==> src/core/nfh_params.svh <==
// Timing counts, command codes and status bit positions for the NAND host.
// Assumes a 125 MHz system clock; included by the core, the flash model and the bench.
`ifndef NFH_PARAMS_SVH
`define NFH_PARAMS_SVH
`define NFH_CMD_READ 8'h00
`define NFH_CMD_READ_CONF 8'h30
`define NFH_CMD_SERIAL_IN 8'h80
`define NFH_CMD_COL_CHANGE 8'h85
`define NFH_CMD_PROG_CONF 8'h10
`define NFH_CMD_MULTI_PROG 8'h11
`define NFH_CMD_CACHE_PROG 8'h15
`define NFH_CMD_ERASE1 8'h60
`define NFH_CMD_ERASE2 8'hd0
`define NFH_CMD_STATUS 8'h70
`define NFH_CMD_STATUS_ALT 8'h71
`define NFH_CMD_RESET 8'hff
`define NFH_ST_FAIL 0
`define NFH_ST_READY 6
`define NFH_ST_WP 7
`define NFH_CLK_NS 8
`define NFH_STROBE_NS 32
`define NFH_STROBE_CYC ((`NFH_STROBE_NS + `NFH_CLK_NS - 1) / `NFH_CLK_NS)
`endif

==> src/core/nfh_pkg.sv <==
// Types shared by the NAND host core.
// Assumes nfh_params.svh supplies all numeric constants.
package nfh_pkg;
    // Kind of one bus cycle queued by the user
    typedef enum logic [1:0] {NFH_CYC_CMD, NFH_CYC_ADDR, NFH_CYC_WR,
        NFH_CYC_RD} nfh_cyc_t;

    // One user request
    typedef struct packed {
        logic [1:0] kind;
        logic [7:0] data;
    } nfh_req_t;

    // Flash pin bundle driven by the host
    typedef struct packed {
        logic ceN;
        logic cle;
        logic ale;
        logic weN;
        logic reN;
        logic wpN;
        logic [7:0] dataOut;
        logic dataOe;
    } nfh_pins_t;
endpackage

==> src/core/nfh_host.sv <==
// NAND flash host sequencer: drives command, address and data strobes.
// Assumes the flash pins are synchronous to clk; busy line has a pull-up.
`timescale 1ns/1ns
`include "nfh_params.svh"

// Function
// - While flash is busy, host sends only status read or reset; after 70h or 71h it still passes address and write cycles.
// - During initialization host sends only reset or status read; address and write cycles are not held back by initDone.
// - Host never sends command codes outside the defined set.
// - After serial input only 85h, 10h, 11h, 15h or reset follow.
// - Host programs pages of a block in ascending order; left to the software that feeds req.
// - Host checks bad marks in pages one and two, never erases bad; left to the software that feeds req.
// - On program failure host rewrites elsewhere and bars old block; host only raises progFail.
// - Host corrects at least one bit per 512-byte sector; left to the software that feeds req.
module nfh_host (
    input wire logic clk,
    input wire logic nrst,
    input wire logic reqValid,
    input wire nfh_pkg::nfh_req_t req,
    input wire logic writeProtectN,
    input wire logic powerOnSelectStrap,
    input wire logic ready_busy_n,
    input wire logic [7:0] dataIn,
    output logic reqReady,
    output logic reqRefused,
    output logic rdValid,
    output logic [7:0] rdData,
    output logic flashReady,
    output logic progFail,
    output logic initDone,
    output nfh_pkg::nfh_pins_t pins
);
    typedef enum logic [2:0] {S_IDLE, S_SETUP, S_STROBE, S_HOLD,
        S_WAITBUSY} nfh_state_t;

    typedef struct packed {
        nfh_state_t st;
        logic [3:0] cnt;
        logic [1:0] kind;
        logic inProgSeq;
        logic resetSeen;
        logic lastStatus;
        logic reqReady;
        logic reqRefused;
        logic rdValid;
        logic [7:0] rdData;
        logic flashReady;
        logic progFail;
        logic initDone;
        nfh_pkg::nfh_pins_t pins;
    } nfh_state_s_t;

    nfh_state_s_t s;
    nfh_state_s_t next_s;
    logic legalCode;
    logic busyOk;
    logic seqOk;

    // ------------------------------------------------------------
    // Command checks
    // ------------------------------------------------------------
    // known codes only
    always_comb begin
        unique case (req.data)
            `NFH_CMD_READ, `NFH_CMD_READ_CONF, `NFH_CMD_SERIAL_IN,
            `NFH_CMD_COL_CHANGE, `NFH_CMD_PROG_CONF, `NFH_CMD_MULTI_PROG,
            `NFH_CMD_CACHE_PROG, `NFH_CMD_ERASE1, `NFH_CMD_ERASE2,
            `NFH_CMD_STATUS, `NFH_CMD_STATUS_ALT, `NFH_CMD_RESET:
                legalCode = 1'b1;
            default: legalCode = 1'b0;
        endcase
    end

    assign busyOk = ready_busy_n || req.data == `NFH_CMD_STATUS ||
        req.data == `NFH_CMD_STATUS_ALT || req.data == `NFH_CMD_RESET;

    assign seqOk = !s.inProgSeq || req.data == `NFH_CMD_COL_CHANGE ||
        req.data == `NFH_CMD_PROG_CONF || req.data == `NFH_CMD_MULTI_PROG ||
        req.data == `NFH_CMD_CACHE_PROG || req.data == `NFH_CMD_RESET;

    // ------------------------------------------------------------
    // Sequencer
    // ------------------------------------------------------------
    // Next-state logic for the whole host
    always_comb begin
        next_s = s;
        next_s.reqReady = 1'b0;
        next_s.reqRefused = 1'b0;
        next_s.rdValid = 1'b0;
        next_s.pins.wpN = writeProtectN;
        next_s.flashReady = ready_busy_n;
        unique case (s.st)
            S_IDLE: begin
                next_s.pins.ceN = 1'b0;
                next_s.pins.cle = 1'b0;
                next_s.pins.ale = 1'b0;
                next_s.pins.dataOe = 1'b0;
                // wait for power-up busy to end
                // strap low means init completes on its own
                // strap high waits for a reset command, then ready
                if (!s.initDone && ready_busy_n &&
                    (!powerOnSelectStrap || s.resetSeen)) begin
                    next_s.initDone = 1'b1;
                end
                if (reqValid && !s.reqReady && !s.reqRefused) begin
                    if (req.kind == 2'(nfh_pkg::NFH_CYC_CMD) &&
                        (!legalCode || !busyOk || !seqOk ||
                        // before init only reset or status
                        (!s.initDone && req.data != `NFH_CMD_RESET &&
                        req.data != `NFH_CMD_STATUS &&
                        req.data != `NFH_CMD_STATUS_ALT))) begin
                        next_s.reqRefused = 1'b1;
                    end else if (req.kind != 2'(nfh_pkg::NFH_CYC_CMD) &&
                        !ready_busy_n && !s.lastStatus) begin
                        next_s.st = S_IDLE;
                    end else begin
                        next_s.kind = req.kind;
                        next_s.pins.cle = req.kind == 2'(nfh_pkg::NFH_CYC_CMD);
                        next_s.pins.ale = req.kind == 2'(nfh_pkg::NFH_CYC_ADDR);
                        next_s.pins.dataOut = req.data;
                        next_s.pins.dataOe = req.kind != 2'(nfh_pkg::NFH_CYC_RD);
                        next_s.cnt = 4'(`NFH_STROBE_CYC);
                        next_s.st = S_SETUP;
                        if (req.kind == 2'(nfh_pkg::NFH_CYC_CMD)) begin
                            next_s.inProgSeq = req.data == `NFH_CMD_SERIAL_IN ||
                                req.data == `NFH_CMD_COL_CHANGE;
                            // status mode kept until any other command
                            if (req.data == `NFH_CMD_STATUS ||
                                req.data == `NFH_CMD_STATUS_ALT) begin
                                next_s.lastStatus = 1'b1;
                            end else begin
                                next_s.lastStatus = 1'b0;
                            end
                            // strap high, first reset finishes init
                            if (req.data == `NFH_CMD_RESET) begin
                                next_s.inProgSeq = 1'b0;
                                next_s.resetSeen = 1'b1;
                            end
                        end
                    end
                end
            end
            S_SETUP: begin
                // Assert the strobe for the cycle kind
                if (s.kind == 2'(nfh_pkg::NFH_CYC_RD)) begin
                    next_s.pins.reN = 1'b0;
                end else begin
                    next_s.pins.weN = 1'b0;
                end
                next_s.st = S_STROBE;
            end
            S_STROBE: begin
                if (s.cnt == 4'h0) begin
                    next_s.pins.weN = 1'b1;
                    next_s.pins.reN = 1'b1;
                    if (s.kind == 2'(nfh_pkg::NFH_CYC_RD)) begin
                        // status or page byte captured at end of read strobe
                        next_s.rdData = dataIn;
                        next_s.rdValid = 1'b1;
                        // progFail tells software to move the data
                        // page order, bad marks and correction
                        // are kept by the software that feeds req
                        if (s.lastStatus && dataIn[`NFH_ST_READY]) begin
                            next_s.progFail = dataIn[`NFH_ST_FAIL];
                        end
                    end
                    next_s.cnt = 4'(`NFH_STROBE_CYC);
                    next_s.st = S_HOLD;
                end else begin
                    next_s.cnt = s.cnt - 4'h1;
                end
            end
            S_HOLD: begin
                if (s.cnt == 4'h0) begin
                    next_s.pins.cle = 1'b0;
                    next_s.pins.ale = 1'b0;
                    next_s.pins.dataOe = 1'b0;
                    next_s.reqReady = 1'b1;
                    next_s.st = S_WAITBUSY;
                end else begin
                    next_s.cnt = s.cnt - 4'h1;
                end
            end
            S_WAITBUSY: begin
                // a completed reset cycle with the line ready ends the init window
                if (s.kind == 2'(nfh_pkg::NFH_CYC_CMD) &&
                    s.pins.dataOut == `NFH_CMD_RESET && ready_busy_n) begin
                    next_s.initDone = 1'b1;
                end
                next_s.st = S_IDLE;
            end
            default: next_s.st = S_IDLE;
        endcase
    end

    // State register
    always_ff @(posedge clk or negedge nrst) begin
        if (!nrst) begin
            s <= '0;
            s.st <= S_IDLE;
            s.pins.ceN <= 1'b1;
            s.pins.weN <= 1'b1;
            s.pins.reN <= 1'b1;
        end else begin
            s <= next_s;
        end
    end

    assign reqReady = s.reqReady;
    assign reqRefused = s.reqRefused;
    assign rdValid = s.rdValid;
    assign rdData = s.rdData;
    assign flashReady = s.flashReady;
    assign progFail = s.progFail;
    assign initDone = s.initDone;
    assign pins = s.pins;
endmodule

==> config.mk <==
export PLATFORM = sky130hd
export DESIGN_NAME = nfh_host
export DESIGN_NICKNAME = d
export VERILOG_FILES = /design/src/core/nfh_pkg.sv /design/src/core/nfh_host.sv
export VERILOG_INCLUDE_DIRS = /design/src /design/src/core
export SDC_FILE = /design/constraint.sdc
export NUM_CORES = 1
export LEC_CHECK = 0
export CORE_MARGIN = 2
export CORE_UTILIZATION = 61
export CTS_CLUSTER_DIAMETER = 50
export DETAILED_ROUTE_END_ITERATION = 16
export DONT_BUFFER_PORTS = 1
export PLACE_DENSITY = 0.77
export SYNTH_ARGS = -nofsm -noshare
export SYNTH_HDL_FRONTEND = slang
export SYNTH_SLANG_ARGS = --single-unit
export TNS_END_PERCENT = 30
==> constraint.sdc <==
create_clock -name clk -period 4.44 [get_ports clk]
set_input_delay 1.11 -clock clk [delete_from_list [all_inputs] [get_ports clk]]
set_output_delay 1.11 -clock clk [all_outputs]
set_load 0.05 [all_outputs]
* Word-level counts from Yosys, hierarchy flattened
Cells that the tools add are included.
** Word-level totals
- Bits of input ports :: 24
- Output and inout port bits :: 29
- Logic and storage cells :: 154
- Register bits :: 41
** Operators by class
- Muxes and demuxes :: 39
- Reduce and logical (&&, ||, !) cells :: 59
- Bitwise operators :: 2
- $add $sub $neg :: 1
- Equal/unequal tests :: 32
** Operator list (number)
- $eq 8x8->1 const B :: 5
- $mux 9 :: 4
- $eq 8x5->1 const B :: 3
- $eq 8x7->1 const B :: 3
- $mux 12 :: 2
- $ne 2x2->1 const B :: 11
- $mux 1 :: 16
- $ne 8x7->1 const B :: 2
- $logic_or 1x1->1 :: 14
- $logic_and 1x1->1 :: 13
- $mux 2 :: 6
- $pmux 3 s4 :: 1
- $pmux 4 s3 :: 1
- $reduce_and 3->1 :: 4
- $reduce_and 4->1 :: 3
- $reduce_or 12->1 :: 1
- $logic_not 1->1 :: 10
- $reduce_and 5->1 :: 2
- $mux 3 :: 3
- $eq 8x6->1 const B :: 1
- $logic_not 8->1 :: 1
- $mux 4 :: 2
- $ne 8x8->1 const B :: 1
- $pmux 2 s2 :: 2
- 15 further kinds :: 22

* Logic depth before layout (Yosys ltp)
Gate-level depths: netlist (run 1).
- Word-level depth :: 13
- Mapped depth :: 9
- Mapped depth without buffers :: 9

* Least setup slack after synthesis (run 1)
Ideal clock, no wire load.
- Kind :: input port to flip-flop
- From :: input req[4] (netlist bit)
- To :: register pins[1] (netlist name)
- Setup time :: 0.125 ns
- Stages on the path :: 6
- Slack :: 1.778 ns
- Arrival time :: 2.537 ns
- Required time :: 4.315 ns
- Path buffers :: 0
- Cells stage by stage :: or2_2 -> a21oi_1 -> o211ai_1 -> a211oi_4 -> nor2_8 -> mux2_4
** On the way
- Cells in the longest elaborated chain, start to end :: 12
- Elaborated cells between the ends (all ways) :: 37
- Classes of those cells :: eq/ne (14); mux (1); bitwise (1); reduce/logical (21)
** Ends and longest elaborated chain
- start, declared :: line nfh_host.sv:19 : input wire nfh_pkg::nfh_req_t req,
- branches (longest 8 deep; another with $reduce_or 12->1)
- $logic_or 1x1->1 (*) :: line nfh_host.sv:107 : (!legalCode || !busyOk || !seqOk ||
- $logic_and 1x1->1 (*) :: line nfh_host.sv:106 : if (req.kind == 2'(nfh_pkg::NFH_CYC_CMD) &&
- $not 1->1 (no source line) (*)
- $reduce_and 4->1 (no source line) (*)
Mark *: on every way between the ends.
A chain may end at the register's enable or synchronous reset.

* Final worst setup path (run 1)
- From :: input req[4] (netlist bit)
- To :: register pins[2] (netlist name)
** On the way
- Cells in the longest elaborated chain, start to end :: 12
- Elaborated cells between the ends (all ways) :: 37
- Classes of those cells :: eq/ne (14); mux (1); bitwise (1); reduce/logical (21)
** Ends and longest elaborated chain (line)
- branches (longest 8 deep; another with $reduce_or 12->1)
- $logic_or 1x1->1 (*) :: nfh_host.sv:107
- $logic_and 1x1->1 (*) :: nfh_host.sv:106
- $not 1->1 (no source line) (*)
- $reduce_and 4->1 (no source line) (*)
Marks and branches as above.

==> impl_metrics.json, run 1 <==
{
  "status": "completed",
  "path_class": "input port to flip-flop",
  "first_pass_iters": 4,
  "max_cap_viol_count": 0,
  "core_sq_um": 3360,
  "worstSetupStartpointType": "input port",
  "yosysSeqAreaShare": 0.477,
  "clock_path_buffers": 2,
  "fin_hold_ws_ns": 0.432,
  "cts_setup_buffers": 0,
  "place_area_sq_um": 2030,
  "worstReg2RegEnd": "progFail$_DFFE_PN0P_",
  "gp_congestion": 0.827,
  "async_reset_ff_frac": 1.00,
  "ir_drop_uv": 328,
  "crit_buf_inv": 0,
  "hp-class": "input port to async pin",
  "fin_skew_ns": 0.00375,
  "leakagePower_nw": 0.998,
  "grt_setup_unrepaired": "false",
  "busiest_layer": "met2",
  "die_area_sq_um": 4030,
  "portBuffers": 0,
  "io_pins": 53,
  "viasPerCell": 6.00,
  "num_rows": 21,
  "r2r-start": "s[34]$_DFFE_PN0P_",
  "path_cells": "or2_2 -> a21oi_1 -> o211ai_1 -> a211oi_4 -> nor2_8 -> mux2_4",
  "worstRegToRegCells": 9,
  "path_delay_family": "compound AO/OA/AOI/OAI gates",
  "insertion_delay_ns": 0.35,
  "start_util": 0.642,
  "vias": 1487,
  "setup_slack_ns": 1.99,
  "finalHoldViolCount": 0,
  "holdBufCountCts": 0,
  "yosysWarnings": 0,
  "ant_nets": 0,
  "cts_tree": "yes",
  "synth.distinct_cells": 44,
  "dr.first_iter.drc_count": 51,
  "drt_wl_total_mm": 4.20,
  "stdcell_area_sq_um": 2110,
  "cpPeakStageDelay_ns": 0.48,
  "r2r_slack_ns": 2.06,
  "cts_max_level": 2,
  "use_met2": 0.354,
  "cts_inserted_buffers": 5,
  "power.density_nw_per_um2": 727,
  "grt_pass1_wl_mm": 7.21,
  "clock-sinks": 41,
  "area_delta_synth_final_pct": -2.14,
  "layout_common_cells": "dfrtp_1 (38), nand2_1 (37), nor2_1 (15), inv_1 (10)",
  "synth_edf_count": 0,
  "cts.repair.resized": 0,
  "grt_util_met3": 0.0661,
  "nets": 227,
  "cts.root.buffer_cell": "clkbuf_4",
  "syn_nets": 247,
  "finalSetupTns_ns": 0,
  "ys_ff_latch": 41,
  "syn-cell-area_sq_um": 2160,
  "max_freq_mhz": 408,
  "setup_viol": 0,
  "netlist_instances": 221,
  "fin_crit_sh": 0.551,
  "fin_crit_ns": 2.45,
  "max_slew_margin": 0.609,
  "worst-path-max-fanout": 8,
  "grt_max_degree": 42,
  "crit_slowest_cell": "a211oi_4",
  "tightest_slew_ns": 0.583,
  "grt_use_met1": 0.312,
  "die_height_um": 63.5,
  "overflow": 0,
  "synth_flop_cell": "dfrtp_1",
  "die_w_um": 63.5,
  "drv_slew": 0,
  "grt_pass1_vias": 1446,
  "cp.arrival_ns": 2.70,
  "syn_area_per_cell_sq_um": 9.78,
  "cp.required_ns": 4.69,
  "endpoint_kind": "flip-flop",
  "antenna_cells": 0,
  "antenna_found_initial": 0,
  "grtUsageTotal": 0.228,
  "final_common_cell": "dfrtp_1",
  "place_ws_ns": 1.60,
  "path_clk_slew_ns": 0.12,
  "drc_errors": 0,
  "drive_gt1_frac": 0.139,
  "routedWlPerCell_um": 16.9,
  "hpwl_mm": 3.12
}
[worst register-to-register path, cell delays in order (launching register included)]
cell and delay (ns):
dfrtp_1 0.44, inv_1 0.10, ha_1 0.14, nor3b_1 0.27, nand2_1 0.16, inv_1 0.10
nand4_1 0.35, clkinv_1 0.32, nand3_1 0.12, mux2_2 0.27
[where the power goes]
group / leakage (nW) / switching [mW] / internal (mW) / total (mW)
Sequential: 0.502 / 0.455 / 0.496 / 0.951
Clock: 0.0455 / 0.123 / 0.134 / 0.257
Combinational: 0.451 / 0.159 / 0.171 / 0.330
[layout make-up]
cell class	instances	area, sq um
Clock buffer	7	55.1
Clock inverter	1	30.0
Fill cell	300	1250
Inverter	11	41.3
Multi-Input combinational cell	142	901
Sequential cell	41	1030
Tap cell	46	57.6
[cells by family (layout without fill, tap and decap cells)]
logic type / after synthesis / after routing / share of synthesized area
AO/OA/AOI/OAI: 36 / 36 / 0.116
adder cells (fa/ha/maj): 2 / 2 / 0.0116
buffers and inverters: 38 / 19 / 0.107
flip-flops: 41 / 41 / 0.477
multiplexers: 12 / 12 / 0.0759
AND/OR/NAND/NOR: 92 / 92 / 0.213
[how the worst max path moves through the flow]
stage | from | endpoint | cells past startpoint
final | req[4] | pins[2]$_DFFE_PN0P_ | 6
after CTS | req[4] | pins[2]$_DFFE_PN0P_ | 6
after detailed placement | req[4] | pins[2]$_DFFE_PN0P_ | 6
after floorplan | req[4] | pins[1]$_DFFE_PN0P_ | 6
after global routing | reqValid | pins[2]$_DFFE_PN0P_ | 6
after global placement | req[4] | pins[7]$_DFFE_PN0P_ | 6
[registers in the layout (all words and copies together), names as in the netlist]
name / cells
initDone: 1
flashReady: 1
reqRefused: 1
reqReady: 1
s: 12
progFail: 1
rdData: 8
pins: 15
rdValid: 1
[cells in the mapped netlist, types with 2 or more instances]
cell type	instances	area, sq um
nor4_1	2	12.5
o21ai_0	7	35.0
o31ai_1	4	30.0
or2_2	3	18.8
buf_4	23	173
inv_1	10	37.5
nand3_1	8	40.0
nand2_1	37	139
a21oi_1	8	40.0
nor3b_1	3	22.5
and2_1	2	12.5
nand4b_1	2	17.5
a31oi_1	2	12.5
nor2b_1	3	18.8
a211oi_1	4	30.0
nand4_1	3	18.8
nor3_1	7	35.0
dfstp_2	3	78.8
mux2_4	8	120
nor2_1	15	56.3
dfrtp_1	38	951
clkbuf_1	3	11.3
ha_1	2	25.0
a41o_1	2	20.0
mux2_2	3	33.8
[through the flow]
step | instances | power, mW | utilization
floorplan | 221 | 1.33 | -
global placement | 240 | 1.26 | 0.603
detailed placement | 240 | 1.29 | 0.603
CTS | 248 | 1.54 | 0.629
global route | 248 | 1.63 | 0.629
finish | 248 | 1.54 | 0.629
[layer usage]
metal / up-vias / part of all wire
met5: - / 0
met4: 0 / 0.011
met3: 7 / 0.067
met2: 52 / 0.50
met1: 725 / 0.42
li1: 703 / -
Power figures use the tool's default switching activity.
==> inputs of run 2 (changes only) <==
==> constraint.sdc (replaced) <==
create_clock -name clk -period 2.3 [get_ports clk]
set_input_delay 0.575 -clock clk [delete_from_list [all_inputs] [get_ports clk]]
set_output_delay 0.575 -clock clk [all_outputs]
set_load 0.05 [all_outputs]
==> impl_metrics.json, run 2 (synthesized netlist as in run 1, its figures left out) <==
{
  "portBuffers": 0,
  "num_rows": 21,
  "die_w_um": 63.5,
  "finalSetupTns_ns": 0,
  "cp.arrival_ns": 2.39,
  "setup_viol": 0,
  "insertion_delay_ns": 0.35,
  "utilization": 0.654,
  "finalHoldViolCount": 0,
  "dp_cells": 250,
  "cp.required_ns": 2.54,
  "layout_common_cells": "dfrtp_1 (38), nand2_1 (37), nor2_1 (15), inv_1 (10), buf_4 (10)",
  "grt_setup_unrepaired": "false",
  "die_area_sq_um": 4030,
  "regMostFlops": "pins",
  "antenna_cells": 0,
  "grt_use_met1": 0.288,
  "clock_path_buffers": 2,
  "cts_setup_buffers": 0,
  "clock-sinks": 41,
  "antenna_found_initial": 0,
  "grt_max_degree": 39,
  "crit_buf_inv": 1,
  "grt_pass1_wl_mm": 7.42,
  "max_slew_margin": 0.613,
  "drive_gt1_frac": 0.188,
  "hp-class": "input port to async pin",
  "worst-path-max-fanout": 5,
  "max_cap_viol_count": 0,
  "viasPerCell": 5.92,
  "path_class": "flip-flop to flip-flop",
  "fin_crit_sh": 0.937,
  "gp_congestion": 0.843,
  "grt_pass1_vias": 1612,
  "final_common_cell": "dfrtp_1",
  "overflow": 0,
  "hpwl_mm": 3.31,
  "fin_skew_ns": 0.00621,
  "worstSetupStartpointType": "flip-flop",
  "power.density_nw_per_um2": 1350,
  "die_height_um": 63.5,
  "status": "completed",
  "dr.first_iter.drc_count": 79,
  "path_clk_slew_ns": 0.12,
  "drc_errors": 0,
  "core_sq_um": 3360,
  "path_delay_family": "simple AND/OR/NAND/NOR gates",
  "cpPeakStageDelay_ns": 0.43,
  "drt_wl_total_mm": 4.31,
  "grtUsageTotal": 0.239,
  "busiest_layer": "met2",
  "grt_util_met3": 0.0732,
  "area_delta_synth_final_pct": 1.74,
  "leakagePower_nw": 1.05,
  "ant_nets": 0,
  "max_freq_mhz": 464,
  "fin_crit_ns": 2.15,
  "cts_max_level": 2,
  "ir_drop_uv": 624,
  "crit_slowest_cell": "dfrtp_1",
  "final-instance-count-excl-fill": 259,
  "vias": 1533,
  "nets": 238,
  "routedWlPerCell_um": 16.6,
  "cts_inserted_buffers": 5,
  "drv_slew": 0,
  "endpoint_kind": "flip-flop",
  "largest_register_ff_count": 15,
  "path_cells": "inv_1 -> ha_1 -> nor3b_1 -> nand2b_1 -> or2_2 -> nor4_1 -> a22oi_1 -> o22a_1",
  "use_met2": 0.407,
  "start_util": 0.642,
  "io_pins": 53,
  "first_pass_iters": 4,
  "cts_tree": "yes",
  "cts.root.buffer_cell": "clkbuf_4",
  "tightest_slew_ns": 0.577
}
run 2: layout make-up:
cell class / instances / area (sq um)
Sequential cell: 41 / 1030
Clock inverter: 1 / 8.76
Clock buffer: 7 / 65.1
Multi-Input combinational cell: 142 / 901
Tap cell: 46 / 57.6
Fill cell: 304 / 1160
Timing Repair Buffer: 11 / 95.1
Inverter: 11 / 41.3
run 2: path summary, 6_finish.rpt:
| kind | from | to | slack (ns) | depth (start not counted) |
|---|---|---|---|---|
| worst max-delay path | s[34]$_DFFE_PN0P_ | s[37]$_DFFE_PN0P_ | 0.15 | 8 |
| worst min-delay path | nrst | s[36]$_DFFE_PN0P_ | 0.05 | 1 |
| worst max register to register | s[34]$_DFFE_PN0P_ | s[37]$_DFFE_PN0P_ | 0.15 | 8 |
| worst min register to register | s[30]$_DFFE_PN0P_ | s[30]$_DFFE_PN0P_ | 0.47 | 1 |
| max in group asynchronous | nrst | rdData[1]$_DFFE_PN0P_ | 2.07 | 1 |
| min in group clk | writeProtectN | pins[9]$_DFF_PN0_ | 0.24 | 0 |
run 2: through the flow:
stage	setup WS [ns]	area [sq um]	hold slack [ns]	total power, mW
global route	0.00581	2200	0.0292	3.16
CTS	0.201	2200	0.0437	2.99
floorplan	0.120	2160	0.279	2.56
detailed placement	0.0508	2100	0.281	2.56
finish	0.145	2200	0.0488	2.98
global placement	0.105	2100	0.281	2.49
run 2: power by group:
group,internal (mW),switching (mW),total [mW]
Combinational,0.380,0.429,0.809
Sequential,0.959,0.794,1.75
Clock,0.183,0.232,0.415
Total,1.52,1.45,2.98
run 2: routing by layer:
layer	up-vias	wire, um
met2	65	2200
li1	724	-
met4	0	60
met1	739	1780
met5	-	0
met3	5	269
run 2: what timing repair did:
action / 4_1_cts / 5_1_grt
gates resized for setup: 0 / 0
hold buffers: 1 / 0
hold endpoints to repair: 38 / 0
